File: src/tcc_pkg.sv
// Constants, register map and field types for the 16-bit capture timer
package tcc_pkg;

  // Wishbone byte addresses, one aligned word per register
  localparam logic [5:0] TCC_OFS_CNT_HI  = 6'h00;
  localparam logic [5:0] TCC_OFS_CNT_LO  = 6'h04;
  localparam logic [5:0] TCC_OFS_ALT_HI  = 6'h08;
  localparam logic [5:0] TCC_OFS_ALT_LO  = 6'h0c;
  localparam logic [5:0] TCC_OFS_CAP1_HI = 6'h10;
  localparam logic [5:0] TCC_OFS_CAP1_LO = 6'h14;
  localparam logic [5:0] TCC_OFS_CAP2_HI = 6'h18;
  localparam logic [5:0] TCC_OFS_CAP2_LO = 6'h1c;
  localparam logic [5:0] TCC_OFS_STATUS  = 6'h20;
  localparam logic [5:0] TCC_OFS_CTRL1   = 6'h24;
  localparam logic [5:0] TCC_OFS_CTRL2   = 6'h28;

  localparam logic [15:0] TCC_CNT_RESET = 16'hfffc;
  localparam logic [15:0] TCC_CNT_MAX   = 16'hffff;
  localparam logic [7:0]  TCC_BYTE_ZERO = 8'h00;

  // Clock select codes
  localparam logic [1:0] TCC_CLK_DIV2 = 2'h0;
  localparam logic [1:0] TCC_CLK_DIV4 = 2'h1;
  localparam logic [1:0] TCC_CLK_DIV8 = 2'h2;
  localparam logic [1:0] TCC_CLK_EXT  = 2'h3;

  // Prescaler terminal counts for the three internal rates
  localparam logic [2:0] TCC_PRE_END2 = 3'h1;
  localparam logic [2:0] TCC_PRE_END4 = 3'h3;
  localparam logic [2:0] TCC_PRE_END8 = 3'h7;
  localparam logic [2:0] TCC_PRE_MSK2 = 3'h1;
  localparam logic [2:0] TCC_PRE_MSK4 = 3'h3;
  localparam logic [2:0] TCC_PRE_MSK8 = 3'h7;

  // Control one: bit7 overflow enable, bit6 capture enable, bit1 capture one edge
  typedef struct packed {
    logic       overflow_irq_enable;
    logic       capture_irq_enable;
    logic [3:0] unused;
    logic       capture_one_edge_select;
    logic       spare;
  } tcc_ctrl1_t;

  // Control two: bit5 pwm, bit4 one-pulse, bits3:2 clock select, bit1 ch2 edge, bit0 ext edge
  typedef struct packed {
    logic [1:0] unused;
    logic       pwm_select;
    logic       one_pulse_select;
    logic [1:0] clock_select_field;
    logic       capture_two_edge_select;
    logic       ext_clock_edge_select;
  } tcc_ctrl2_t;

  // Status: bit7 capture one flag, bit6 capture two flag, bit5 overflow flag
  localparam int TCC_ST_CAP1 = 7;
  localparam int TCC_ST_CAP2 = 6;
  localparam int TCC_ST_OVF  = 5;

endpackage

File: src/tcc_timer.sv
// 16-bit free-running timer with overflow flag and two input-capture channels
// Function
// - Sixteen-bit up-counter, read by software as separate high and low bytes.
// - Main and alternate views of one count; alternate low read never clears overflow.
// - Writing either counter low byte reloads the counter with FFFCh at once.
// - Reset value is FFFCh in all modes; FFFCh is the only reload value.
// - Internal rate is clock divided by 2, 4 or 8 per clock select.
// - Clock select both ones takes the count clock from the external pin.
// - External edge select picks which external pin transition advances the count.
// - Counter updates are synchronised to the internal clock, prescaled or external.
// - High-byte read freezes the low byte until the low byte is read.
// - Low read without prior high read returns the live low byte.
// - Rolling from FFFFh to 0000h sets the overflow flag in every mode.
// - Overflow interrupt needs enable set and CPU mask clear, else stays pending.
// - Overflow clears after status read with flag set, then main low access.
// - Counter runs in wait, holds in halt, restarts from reset on reset.
// - Active capture pin edge copies the count into that channel's capture register.
// - Each channel has its own edge select; one shared capture interrupt enable.
// - Capture sets channel flag; interrupt when enabled and unmasked, else pending.
// - Capture flag clears after status read with flag set, then capture low access.
// - Capture high read blocks captures and flag setting until capture low read.
// - In one-pulse or PWM mode only capture channel two captures.
// - Capture pins always feed the timer; any active edge captures unless blocked.
module tcc_timer
  import tcc_pkg::*;
(
  input  wire logic        clk,
  input  wire logic        arst_n,
  input  wire logic        wb_cyc_i,
  input  wire logic        wb_stb_i,
  input  wire logic        wb_we_i,
  input  wire logic [5:0]  wb_adr_i,
  input  wire logic [3:0]  wb_sel_i,
  input  wire logic [31:0] wb_dat_i,
  output logic      [31:0] wb_dat_o,
  output logic             wb_ack_o,
  input  wire logic        ext_clock_pin,
  input  wire logic        capture_pin_one,
  input  wire logic        capture_pin_two,
  input  wire logic        cpu_irq_mask,
  input  wire logic        halt_mode,
  output logic             timer_irq
);

  // Bus decode: a request is acted on once, in the cycle before ack
  logic        req;
  logic        rd;
  logic        wr;
  logic        lane0;
  assign req   = wb_cyc_i & wb_stb_i & ~wb_ack_o;
  assign rd    = req & ~wb_we_i;
  assign lane0 = wb_sel_i[0];
  assign wr    = req & wb_we_i & lane0;

  logic hit_cnt_hi, hit_cnt_lo, hit_alt_hi, hit_alt_lo, hit_st, hit_c1, hit_c2;
  logic hit_ic1_hi, hit_ic1_lo, hit_ic2_hi, hit_ic2_lo;
  assign hit_cnt_hi = wb_adr_i == TCC_OFS_CNT_HI;
  assign hit_cnt_lo = wb_adr_i == TCC_OFS_CNT_LO;
  assign hit_alt_hi = wb_adr_i == TCC_OFS_ALT_HI;
  assign hit_alt_lo = wb_adr_i == TCC_OFS_ALT_LO;
  assign hit_ic1_hi = wb_adr_i == TCC_OFS_CAP1_HI;
  assign hit_ic1_lo = wb_adr_i == TCC_OFS_CAP1_LO;
  assign hit_ic2_hi = wb_adr_i == TCC_OFS_CAP2_HI;
  assign hit_ic2_lo = wb_adr_i == TCC_OFS_CAP2_LO;
  assign hit_st     = wb_adr_i == TCC_OFS_STATUS;
  assign hit_c1     = wb_adr_i == TCC_OFS_CTRL1;
  assign hit_c2     = wb_adr_i == TCC_OFS_CTRL2;

  // Control registers
  tcc_ctrl1_t ctrl1_q;
  tcc_ctrl2_t ctrl2_q;
  always_ff @(posedge clk or negedge arst_n) begin
    if (!arst_n) begin
      ctrl1_q <= '0;
      ctrl2_q <= '0;
    end else begin
      if (wr && hit_c1) ctrl1_q <= tcc_ctrl1_t'(wb_dat_i[7:0]);
      if (wr && hit_c2) ctrl2_q <= tcc_ctrl2_t'(wb_dat_i[7:0]);
    end
  end

  // Pin synchronisers: stage one feeds stage two only, edges use stages two and three
  logic [2:0] ext_s_q;
  logic [2:0] cap1_s_q;
  logic [2:0] cap2_s_q;
  always_ff @(posedge clk or negedge arst_n) begin
    if (!arst_n) begin
      ext_s_q  <= '0;
      cap1_s_q <= '0;
      cap2_s_q <= '0;
    end else begin
      ext_s_q  <= {ext_s_q[1:0], ext_clock_pin};
      cap1_s_q <= {cap1_s_q[1:0], capture_pin_one};
      cap2_s_q <= {cap2_s_q[1:0], capture_pin_two};
    end
  end

  // Edge select high means rising edge
  logic ext_edge;
  assign ext_edge = ctrl2_q.ext_clock_edge_select ? (ext_s_q[1] & ~ext_s_q[2])
                                                  : (~ext_s_q[1] & ext_s_q[2]);

  // Prescaler; frozen in halt so counting resumes from the held state
  logic [2:0] pre_q;
  logic [2:0] pre_mask;
  logic [2:0] pre_end;
  logic       int_tick;
  logic       tick;
  logic       is_ext;
  assign is_ext   = ctrl2_q.clock_select_field == TCC_CLK_EXT;
  assign pre_mask = (ctrl2_q.clock_select_field == TCC_CLK_DIV2) ? TCC_PRE_MSK2 :
                    (ctrl2_q.clock_select_field == TCC_CLK_DIV4) ? TCC_PRE_MSK4 : TCC_PRE_MSK8;
  assign pre_end  = (ctrl2_q.clock_select_field == TCC_CLK_DIV2) ? TCC_PRE_END2 :
                    (ctrl2_q.clock_select_field == TCC_CLK_DIV4) ? TCC_PRE_END4 : TCC_PRE_END8;
  assign int_tick = (pre_q & pre_mask) == pre_end;
  // Both sources become one single-cycle tick of the core clock
  assign tick     = ~halt_mode & (is_ext ? ext_edge : int_tick);

  always_ff @(posedge clk or negedge arst_n) begin
    if (!arst_n) pre_q <= '0;
    else if (!halt_mode) pre_q <= pre_q + 3'h1;
  end

  // Mode gating of channel one
  logic opm_active;
  logic wave_mode;
  assign wave_mode  = ctrl2_q.one_pulse_select | ctrl2_q.pwm_select;
  assign opm_active = ctrl2_q.one_pulse_select & ~ctrl2_q.pwm_select;

  // Capture channels
  logic [1:0]  cap_edge;
  logic [1:0]  cap_inh_q;
  logic [1:0]  cap_flag_q;
  logic [1:0]  cap_arm_q;
  logic [1:0]  cap_set;
  logic [1:0]  cap_load;
  logic [1:0]  cap_hi_rd;
  logic [1:0]  cap_lo_acc;
  logic [1:0]  cap_clr;
  logic [15:0] cap_val_q [2];
  logic [15:0] cnt_q;

  assign cap_edge[0] = ctrl1_q.capture_one_edge_select ? (cap1_s_q[1] & ~cap1_s_q[2])
                                                      : (~cap1_s_q[1] & cap1_s_q[2]);
  assign cap_edge[1] = ctrl2_q.capture_two_edge_select ? (cap2_s_q[1] & ~cap2_s_q[2])
                                                      : (~cap2_s_q[1] & cap2_s_q[2]);
  assign cap_hi_rd   = {rd & hit_ic2_hi, rd & hit_ic1_hi};
  assign cap_lo_acc  = {req & hit_ic2_lo, req & hit_ic1_lo};
  // Pins are never gated by direction; only a pending high read blocks channel two
  assign cap_set[1]  = cap_edge[1] & ~cap_inh_q[1];
  assign cap_load[1] = cap_set[1];
  // Channel one still flags in one-pulse mode but never loads its register
  assign cap_set[0]  = cap_edge[0] & ~cap_inh_q[0] & ~ctrl2_q.pwm_select;
  assign cap_load[0] = cap_edge[0] & ~cap_inh_q[0] & ~wave_mode;

  genvar gi;
  generate
    for (gi = 0; gi < 2; gi++) begin : g_cap
      assign cap_clr[gi] = cap_lo_acc[gi] & cap_arm_q[gi];
      always_ff @(posedge clk or negedge arst_n) begin
        if (!arst_n) begin
          cap_inh_q[gi]  <= 1'b0;
          cap_flag_q[gi] <= 1'b0;
          cap_arm_q[gi]  <= 1'b0;
          cap_val_q[gi]  <= '0;
        end else begin
          if (cap_hi_rd[gi]) cap_inh_q[gi] <= 1'b1;
          else if (rd && cap_lo_acc[gi]) cap_inh_q[gi] <= 1'b0;
          // Set wins over a clear in the same cycle
          cap_flag_q[gi] <= cap_set[gi] | (cap_flag_q[gi] & ~cap_clr[gi]);
          if (rd && hit_st && cap_flag_q[gi]) cap_arm_q[gi] <= 1'b1;
          else if (cap_lo_acc[gi]) cap_arm_q[gi] <= 1'b0;
          if (cap_load[gi]) cap_val_q[gi] <= cnt_q;
        end
      end
    end
  endgenerate

  // Counter
  logic        reload;
  logic        ovf_set;
  logic [15:0] cnt_d;
  assign reload  = (wr & (hit_cnt_lo | hit_alt_lo)) | (opm_active & cap_set[0]);
  assign ovf_set = tick & (cnt_q == TCC_CNT_MAX) & ~reload;
  assign cnt_d   = reload ? TCC_CNT_RESET : (tick ? cnt_q + 16'h0001 : cnt_q);

  always_ff @(posedge clk or negedge arst_n) begin
    if (!arst_n) cnt_q <= TCC_CNT_RESET;
    else cnt_q <= cnt_d;
  end

  // Overflow flag, cleared only by status read then main low access
  logic ovf_q;
  logic ovf_arm_q;
  logic ovf_clr;
  assign ovf_clr = req & hit_cnt_lo & ovf_arm_q;
  always_ff @(posedge clk or negedge arst_n) begin
    if (!arst_n) begin
      ovf_q     <= 1'b0;
      ovf_arm_q <= 1'b0;
    end else begin
      ovf_q <= ovf_set | (ovf_q & ~ovf_clr);
      if (rd && hit_st && ovf_q) ovf_arm_q <= 1'b1;
      else if (req && hit_cnt_lo) ovf_arm_q <= 1'b0;
    end
  end

  // Shared low-byte buffer for both counter views
  logic       lo_lock_q;
  logic [7:0] lo_buf_q;
  logic       cnt_hi_rd;
  logic       cnt_lo_rd;
  logic [7:0] cnt_lo_view;
  assign cnt_hi_rd   = rd & (hit_cnt_hi | hit_alt_hi);
  assign cnt_lo_rd   = rd & (hit_cnt_lo | hit_alt_lo);
  assign cnt_lo_view = lo_lock_q ? lo_buf_q : cnt_q[7:0];
  always_ff @(posedge clk or negedge arst_n) begin
    if (!arst_n) begin
      lo_lock_q <= 1'b0;
      lo_buf_q  <= '0;
    end else if (cnt_hi_rd && !lo_lock_q) begin
      lo_lock_q <= 1'b1;
      lo_buf_q  <= cnt_q[7:0];
    end else if (cnt_lo_rd) begin
      lo_lock_q <= 1'b0;
    end
  end

  // Read mux; flags are read-only, software cannot set them
  logic [7:0] status_view;
  logic [7:0] rd_byte;
  assign status_view = {cap_flag_q[0], cap_flag_q[1], ovf_q, 5'h00};
  assign rd_byte = hit_cnt_hi | hit_alt_hi ? cnt_q[15:8] :
                   hit_cnt_lo | hit_alt_lo ? cnt_lo_view :
                   hit_ic1_hi ? cap_val_q[0][15:8] :
                   hit_ic1_lo ? cap_val_q[0][7:0]  :
                   hit_ic2_hi ? cap_val_q[1][15:8] :
                   hit_ic2_lo ? cap_val_q[1][7:0]  :
                   hit_st     ? status_view :
                   hit_c1     ? 8'(ctrl1_q) :
                   hit_c2     ? 8'(ctrl2_q) : TCC_BYTE_ZERO;

  // Bus answer one cycle after the request; unmapped reads give zero
  always_ff @(posedge clk or negedge arst_n) begin
    if (!arst_n) begin
      wb_ack_o <= 1'b0;
      wb_dat_o <= '0;
    end else begin
      wb_ack_o <= req;
      wb_dat_o <= rd ? {24'h000000, rd_byte} : '0;
    end
  end

  // One combined interrupt line; a masked request stays pending in its flag
  logic irq_d;
  assign irq_d = ~cpu_irq_mask & ((ovf_q & ctrl1_q.overflow_irq_enable) |
                 (|cap_flag_q & ctrl1_q.capture_irq_enable));
  always_ff @(posedge clk or negedge arst_n) begin
    if (!arst_n) timer_irq <= 1'b0;
    else timer_irq <= irq_d;
  end
endmodule

File: config.mk
export PLATFORM = sky130hd
export DESIGN_NAME = tcc_timer
export DESIGN_NICKNAME = d
export VERILOG_FILES = /design/src/tcc_pkg.sv /design/src/tcc_timer.sv
export SDC_FILE = /design/constraint.sdc
export NUM_CORES = 1
export LEC_CHECK = 0
export ABC_AREA = 0
export ABC_CLOCK_PERIOD_IN_PS = 2100
export BUFFER_PORTS_ARGS = -buffer_cell sky130_fd_sc_hd__buf_4
export CAP_MARGIN = 30
export CELL_PAD_IN_SITES_DETAIL_PLACEMENT = 1
export CELL_PAD_IN_SITES_GLOBAL_PLACEMENT = 2
export CORE_MARGIN = 1.5
export CORE_UTILIZATION = 33
export CTS_CLUSTER_SIZE = 40
export DETAILED_ROUTE_END_ITERATION = 12
export PLACE_DENSITY = 0.75
export SLEW_MARGIN = 40
export SYNTH_ARGS = -nofsm -noshare
export SYNTH_HDL_FRONTEND = slang
export SYNTH_SLANG_ARGS = --single-unit
File: constraint.sdc
create_clock -name clk -period 2.1 [get_ports clk]
set_input_delay 0.315 -clock clk [delete_from_list [all_inputs] [get_ports clk]]
set_output_delay 0.315 -clock clk [all_outputs]
set_load 0.005 [all_outputs]
==> results.json, run 1 <==
{
  "clk_latency_ps": 360,
  "grt_max_degree": 52,
  "cts_sinks": 103,
  "h-tree-depth": 3,
  "pre_cts_slack_ps": -97.9,
  "path_max_fanout": 5,
  "min_path_type": "in2reg",
  "antenna_found_initial": 0,
  "synth_ff_type": "dfrtp_1",
  "setup_violations": 0,
  "start_util_pct": 33.7,
  "required_ps": 2390,
  "yosysMostFrequentCell": "dfrtp_1",
  "crit_path_end": "cnt_q[14]",
  "drtAntennaViolNets": 0,
  "maxCapViolCount": 0,
  "ys_top_cells_by_count": "dfrtp_1 (89), mux2_2 (56), nand2_1 (32)",
  "core_area_um2": 15200,
  "portBuffers": 34,
  "rrSetupSlack_ps": 10,
  "reg2reg_from": "ctrl2_q[0]",
  "nets": 577,
  "setup.worst_path.start": "ctrl2_q[0]",
  "die-area_um2": 16300,
  "layout_min_cycle_time_ps": 2090,
  "reg2regPathDepth": 6,
  "drive_above_1_share_pct": 36.0,
  "async_reset_ff_share_pct": 100,
  "dp_hpwl_um": 10500,
  "ir_drop_uv": 387,
  "fmax_mhz": 479,
  "clock_skew_ps": 11.7,
  "via_count": 3824,
  "netlist.area_leader.share_pct": 43.4,
  "syn-cell-area_um2": 5130,
  "fin_util_pct": 41.4,
  "cts-root-buf": "clkbuf_16",
  "hold_violations": 0,
  "final_cell_area_um2": 6290,
  "tritoncts": "done",
  "synth_cell_types": 67,
  "dieHeight_um": 128,
  "ys_seq_area_share_pct": 50.6,
  "p_per_area_nw_per_um2": 930,
  "dr.pass1.iters": 4,
  "cts_made_buffers": 9,
  "diodes": 0,
  "drtIter0Drc": 193,
  "yosys_warnings": 0,
  "rsz0062_at_grt": "yes",
  "synth_top_area_cell": "dfrtp_1",
  "die_w_um": 128,
  "final.fill_count": 1663,
  "syn_area_per_cell_um2": 11.4,
  "syn2layout_area_growth_pct": 22.6,
  "drcViolationCount": 0,
  "p_leak_nw": 2.76,
  "grt_pass1_wl_um": 22800,
  "ios": 86,
  "routed_wl_um": 14700,
  "reg2reg_to": "cnt_q[14]",
  "syn_inst": 451,
  "viasPerCell": 5.34,
  "wl_per_cell_um": 20.5,
  "crit_path_start_kind": "flop",
  "cts_buffer_depth": 2,
  "clkTransAtPathRegs_ps": 70,
  "endpoint_kind": "flop",
  "synth_edf_count": 0,
  "grt_use_total_pct": 18.6,
  "finalCritPeriodShare_pct": 99.5,
  "yosys-top-cells-area": "dfrtp_1 (43%), mux2_2 (12%), dfstp_2 (7.2%)",
  "row_count": 45,
  "worst_ep_arrival_time_ps": 2380,
  "grt_pass1_vias": 4133,
  "ys_ff_latch": 103,
  "critical_path_class": "reg2reg",
  "setup_slack_ps": 11.3,
  "status": "finished, final reports clean",
  "slew_violations": 0,
  "routabilityCongestion": 0.807,
  "overflow": 0,
  "place_area_um2": 5840
}
-- what timing repair did --
action,in CTS,in global routing
buffers inserted,0,2
pin swaps,1,6
resized for setup,3,20
cloned,0,1
setup endpoints to repair,19,22
hold buffers,1,0
hold endpoints to repair,27,0
-- kinds of logic after synthesis --
family | Yosys count | synth area share (%)
multiplexers | 66 | 14.2
flip-flops | 103 | 50.6
adder cells (fa/ha/maj) | 2 | 0.488
XOR/XNOR | 15 | 2.56
other | 1 | 0.0731
buffers and inverters | 56 | 6.05
AND/OR/NAND/NOR | 115 | 12.3
AO/OA/AOI/OAI | 93 | 13.6
-- sequential cells by signal, summed over array words and instances, names as in the netlist, 3 cells and up --
name       flops
cap_val_q     32
ctrl2_q        8
cap2_s_q       3
ext_s_q        3
lo_buf_q       8
cnt_q         16
cap1_s_q       3
wb_dat_o       8
pre_q          3
ctrl1_q        8
-- area by class of cell --
class / instances / area (µm²) / area share, %
Tap cell: 188 / 235 / 3.74
Clock buffer: 12 / 279 / 4.44
Sequential cell: 103 / 2590 / 41.3
Timing Repair Buffer: 87 / 723 / 11.5
Multi-Input combinational cell: 315 / 2400 / 38.2
Inverter: 7 / 26.3 / 0.418
Clock inverter: 4 / 31.3 / 0.497
-- worst max-delay path, cell delays in order, from the launching register on --
cell	delay [ps]
dfrtp_1	390
or3b_4	430
a2111oi_4	350
buf_4	200
o211ai_1	180
or3_1	380
nand3_1	90
-- power by group --
| group | leakage [nW] | switching (mW) | internal [mW] | total [mW] |
|---|---|---|---|---|
| Clock | 0.154 | 0.784 | 0.961 | 1.75 |
| Sequential | 1.27 | 0.391 | 2.45 | 2.84 |
| Combinational | 1.33 | 0.602 | 0.660 | 1.26 |
| Total | 2.76 | 1.78 | 4.07 | 5.85 |
-- layer usage --
metal / up-vias / track usage, % / wire length [µm] / share of wire (%)
li1: 1744 / - / - / -
met1: 1973 / 23.4 / 6490 / 44
met2: 81 / 31.2 / 7180 / 49
met3: 26 / 3.59 / 527 / 3.6
met4: 0 / 8.39 / 453 / 3.1
met5: - / 0 / 0 / 0
-- metrics by stage --
step,hold WS (ps),TNS [ps],total power [mW],instances
2_1_floorplan,19.4,0,3.54,474
3_3_place_gp,257,-181,3.95,696
3_5_place_dp,268,-1410,4.04,696
4_1_cts,53.6,0,5.81,713
5_1_grt,53.2,-127,6.15,716
6_report,64.8,0,5.85,716
-- placed cells by master, fill, tap and decap left out, types with 5 or more instances in the layout --
| cell type | instances |
|---|---|
| a211oi_1 | 6 |
| a21oi_1 | 15 |
| a221oi_1 | 5 |
| a22oi_1 | 5 |
| and3_1 | 6 |
| buf_4 | 81 |
| clkbuf_16 | 12 |
| conb_1 | 24 |
| dfrtp_1 | 89 |
| dfstp_2 | 14 |
| inv_1 | 6 |
| mux2_2 | 40 |
| mux2_4 | 16 |
| mux2i_1 | 10 |
| nand2_1 | 32 |
| nand2b_1 | 8 |
| nand3_1 | 14 |
| nand3b_1 | 6 |
| nor2_1 | 13 |
| nor3_1 | 6 |
| o21ai_0 | 21 |
| xnor2_1 | 10 |
| xor2_1 | 5 |
-- how the worst min path moves through the flow --
stage,slack (ps),depth (start not counted),to,start
final,60,1,ext_s_q[0],ext_clock_pin
after global routing,50,1,ext_s_q[0],ext_clock_pin
after CTS,50,1,ext_s_q[0],ext_clock_pin
after floorplan,20,0,cap1_s_q[0],arst_n
after detailed placement,270,1,ctrl2_q[7],arst_n
after global placement,260,1,ctrl2_q[5],arst_n
No activity file was read; power rests on OpenSTA's default activity.
==> run 2, diff against run 1 <==
--- a/config.mk
+++ b/config.mk
@@ -12,10 +12,11 @@
 export CELL_PAD_IN_SITES_DETAIL_PLACEMENT = 1
 export CELL_PAD_IN_SITES_GLOBAL_PLACEMENT = 2
 export CORE_MARGIN = 1.5
-export CORE_UTILIZATION = 33
+export CORE_UTILIZATION = 34
+export CTS_BUF_LIST = sky130_fd_sc_hd__clkbuf_8
 export CTS_CLUSTER_SIZE = 40
 export DETAILED_ROUTE_END_ITERATION = 12
-export PLACE_DENSITY = 0.75
+export PLACE_DENSITY = 0.77
 export SLEW_MARGIN = 40
 export SYNTH_ARGS = -nofsm -noshare
 export SYNTH_HDL_FRONTEND = slang
==> run 2 against run 1 <==
The run now ends with design-rule violations left; fmax grew 1.2%; clock skew grew 3.7 ps; final cell count grew 0.56%; register-to-register slack gained 20 ps; largest power group unchanged.
==> results.json, run 2 (synthesis results as in run 1) <==
{
  "hold_slack_ps": 27.9,
  "relSlewSlack_pct": 64.1,
  "pre_cts_slack_ps": -105,
  "cts_setup_buffers": 0,
  "cts-root-buf": "clkbuf_8",
  "drive_above_1_share_pct": 36.8,
  "maxCapViolCount": 0,
  "cts_sinks": 103,
  "min_from": "capture_pin_two",
  "via_count": 3774,
  "whs_endpoint": "cap2_s_q[0]",
  "cts_made_buffers": 9,
  "crit_path_start_kind": "flop",
  "routabilityCongestion": 0.802,
  "antenna_found_initial": 0,
  "ff_latch_area_um2": 2590,
  "fin_util_pct": 42.0,
  "regMostFlops": "cap_val_q",
  "critical_path_class": "reg2reg",
  "grt_max_degree": 42,
  "diodes": 0,
  "grt_pass1_vias": 4070,
  "drtIter0Drc": 246,
  "reg2reg_to": "cnt_q[15]",
  "portBuffers": 34,
  "dr.pass1.iters": 11,
  "final_common_cell": "dfrtp_1",
  "viasPerCell": 5.24,
  "rsz0062_at_grt": "yes",
  "finalSetupTns_ps": 0,
  "grt_use_total_pct": 18.3,
  "drtAntennaViolNets": 0,
  "nets": 585,
  "ios": 86,
  "slowest_stage": "a2111o_1",
  "top_regs": "cap_val_q x32, cnt_q x16",
  "min_path_type": "in2reg",
  "required_ps": 2390,
  "final_cell_area_um2": 6150,
  "cts_buffer_depth": 2,
  "slew_violations": 0,
  "violations": "design-rule violations",
  "reg2reg_from": "ctrl2_q[0]",
  "setup_slack_ps": 35.9,
  "place_area_um2": 5920,
  "largest_reg_flops": 32,
  "path_max_fanout": 4,
  "drcViolationCount": 2,
  "grt_pass1_wl_um": 22300,
  "clk_latency_ps": 390,
  "cp_cell_sequence": "or3b_4, a2111o_1, a2111oi_4, xnor2_1, nand2_1",
  "overflow": 0,
  "tritoncts": "done",
  "dp_hpwl_um": 10500,
  "ir_drop_uv": 362,
  "clkTransAtPathRegs_ps": 100,
  "rrSetupSlack_ps": 40,
  "status": "finished, violations left",
  "layout_min_cycle_time_ps": 2060,
  "die_w_um": 126,
  "final.fill_count": 1611,
  "worst_ep_arrival_time_ps": 2350,
  "cp_num_buf_inv": 0,
  "routed_wl_um": 13800,
  "critPathTopFamily": "compound AO/OA/AOI/OAI gates",
  "reg2regPathDepth": 5,
  "finalCritPeriodShare_pct": 98.3,
  "row_count": 44,
  "start_util_pct": 35.0,
  "endpoint_kind": "flop",
  "setup_violations": 0,
  "fmax_mhz": 484,
  "die-area_um2": 15800,
  "worst_pin_slew_ps": 538,
  "wl_per_cell_um": 19.2,
  "slowest_delay_ps": 480,
  "hold_violations": 0,
  "clock_skew_ps": 15.4,
  "syn2layout_area_growth_pct": 20.0,
  "p_per_area_nw_per_um2": 841,
  "layout_common_cells": "dfrtp_1 (89), buf_4 (87), mux2_2 (56), nand2_1 (32), conb_1 (24)",
  "core_area_um2": 14600,
  "min_path_cells": 1,
  "multi_input_area_um2": 2330,
  "dieHeight_um": 126,
  "h-tree-depth": 3,
  "p_leak_nw": 2.68
}
## run 2: through the flow
stage                     power, mW  std cells
after floorplan                3.54        474
after global placement         3.95        701
after detailed placement       4.02        702
after CTS                      5.24        719
after global routing           5.51        720
final                          5.17        720
## run 2: cell type report
class                   count  area share (%)
flip-flops and latches    103            42.2
multi-input cells         315            37.8
repair buffers             95            12.9
well taps                 184            3.74
clock buffers              10            2.24
clock inverters             6           0.712
inverters                   7           0.427
## run 2: routing by layer
metal  wire length, µm  GRT usage [%]
met1              6250           24.2
met2              6650           30.0
met3               674           4.42
met4               238           5.48
met5                 0              0
## run 2: timing repair
| action | in CTS | in global routing |
|---|---|---|
| gates resized for setup | 1 | 3 |
| pin swaps | 1 | 1 |
| cloned | 0 | 1 |
| hold buffers | 1 | 0 |
| hold endpoints to repair | 27 | 0 |
| endpoints found under the setup margin | 17 | 21 |
## run 2: how the worst max path moves through the flow
stage	from	end	slack, ps	cells past startpoint
after floorplan	ctrl1_q[1]	cap_val_q[21]	30	6
after global placement	wb_adr_i[1]	wb_dat_o[3]	-50	8
after detailed placement	wb_adr_i[1]	wb_dat_o[3]	-110	8
after CTS	ctrl2_q[0]	cnt_q[8]	6	5
after global routing	ctrl2_q[0]	cnt_q[15]	-20	5
final	ctrl2_q[0]	cnt_q[15]	40	5
## run 2: where the power goes
part / switching, mW / leakage, nW / total, mW / internal (mW)
clock network: 0.718 / 0.0930 / 1.19 / 0.470
registers: 0.363 / 1.27 / 2.81 / 2.45
logic: 0.579 / 1.31 / 1.18 / 0.597
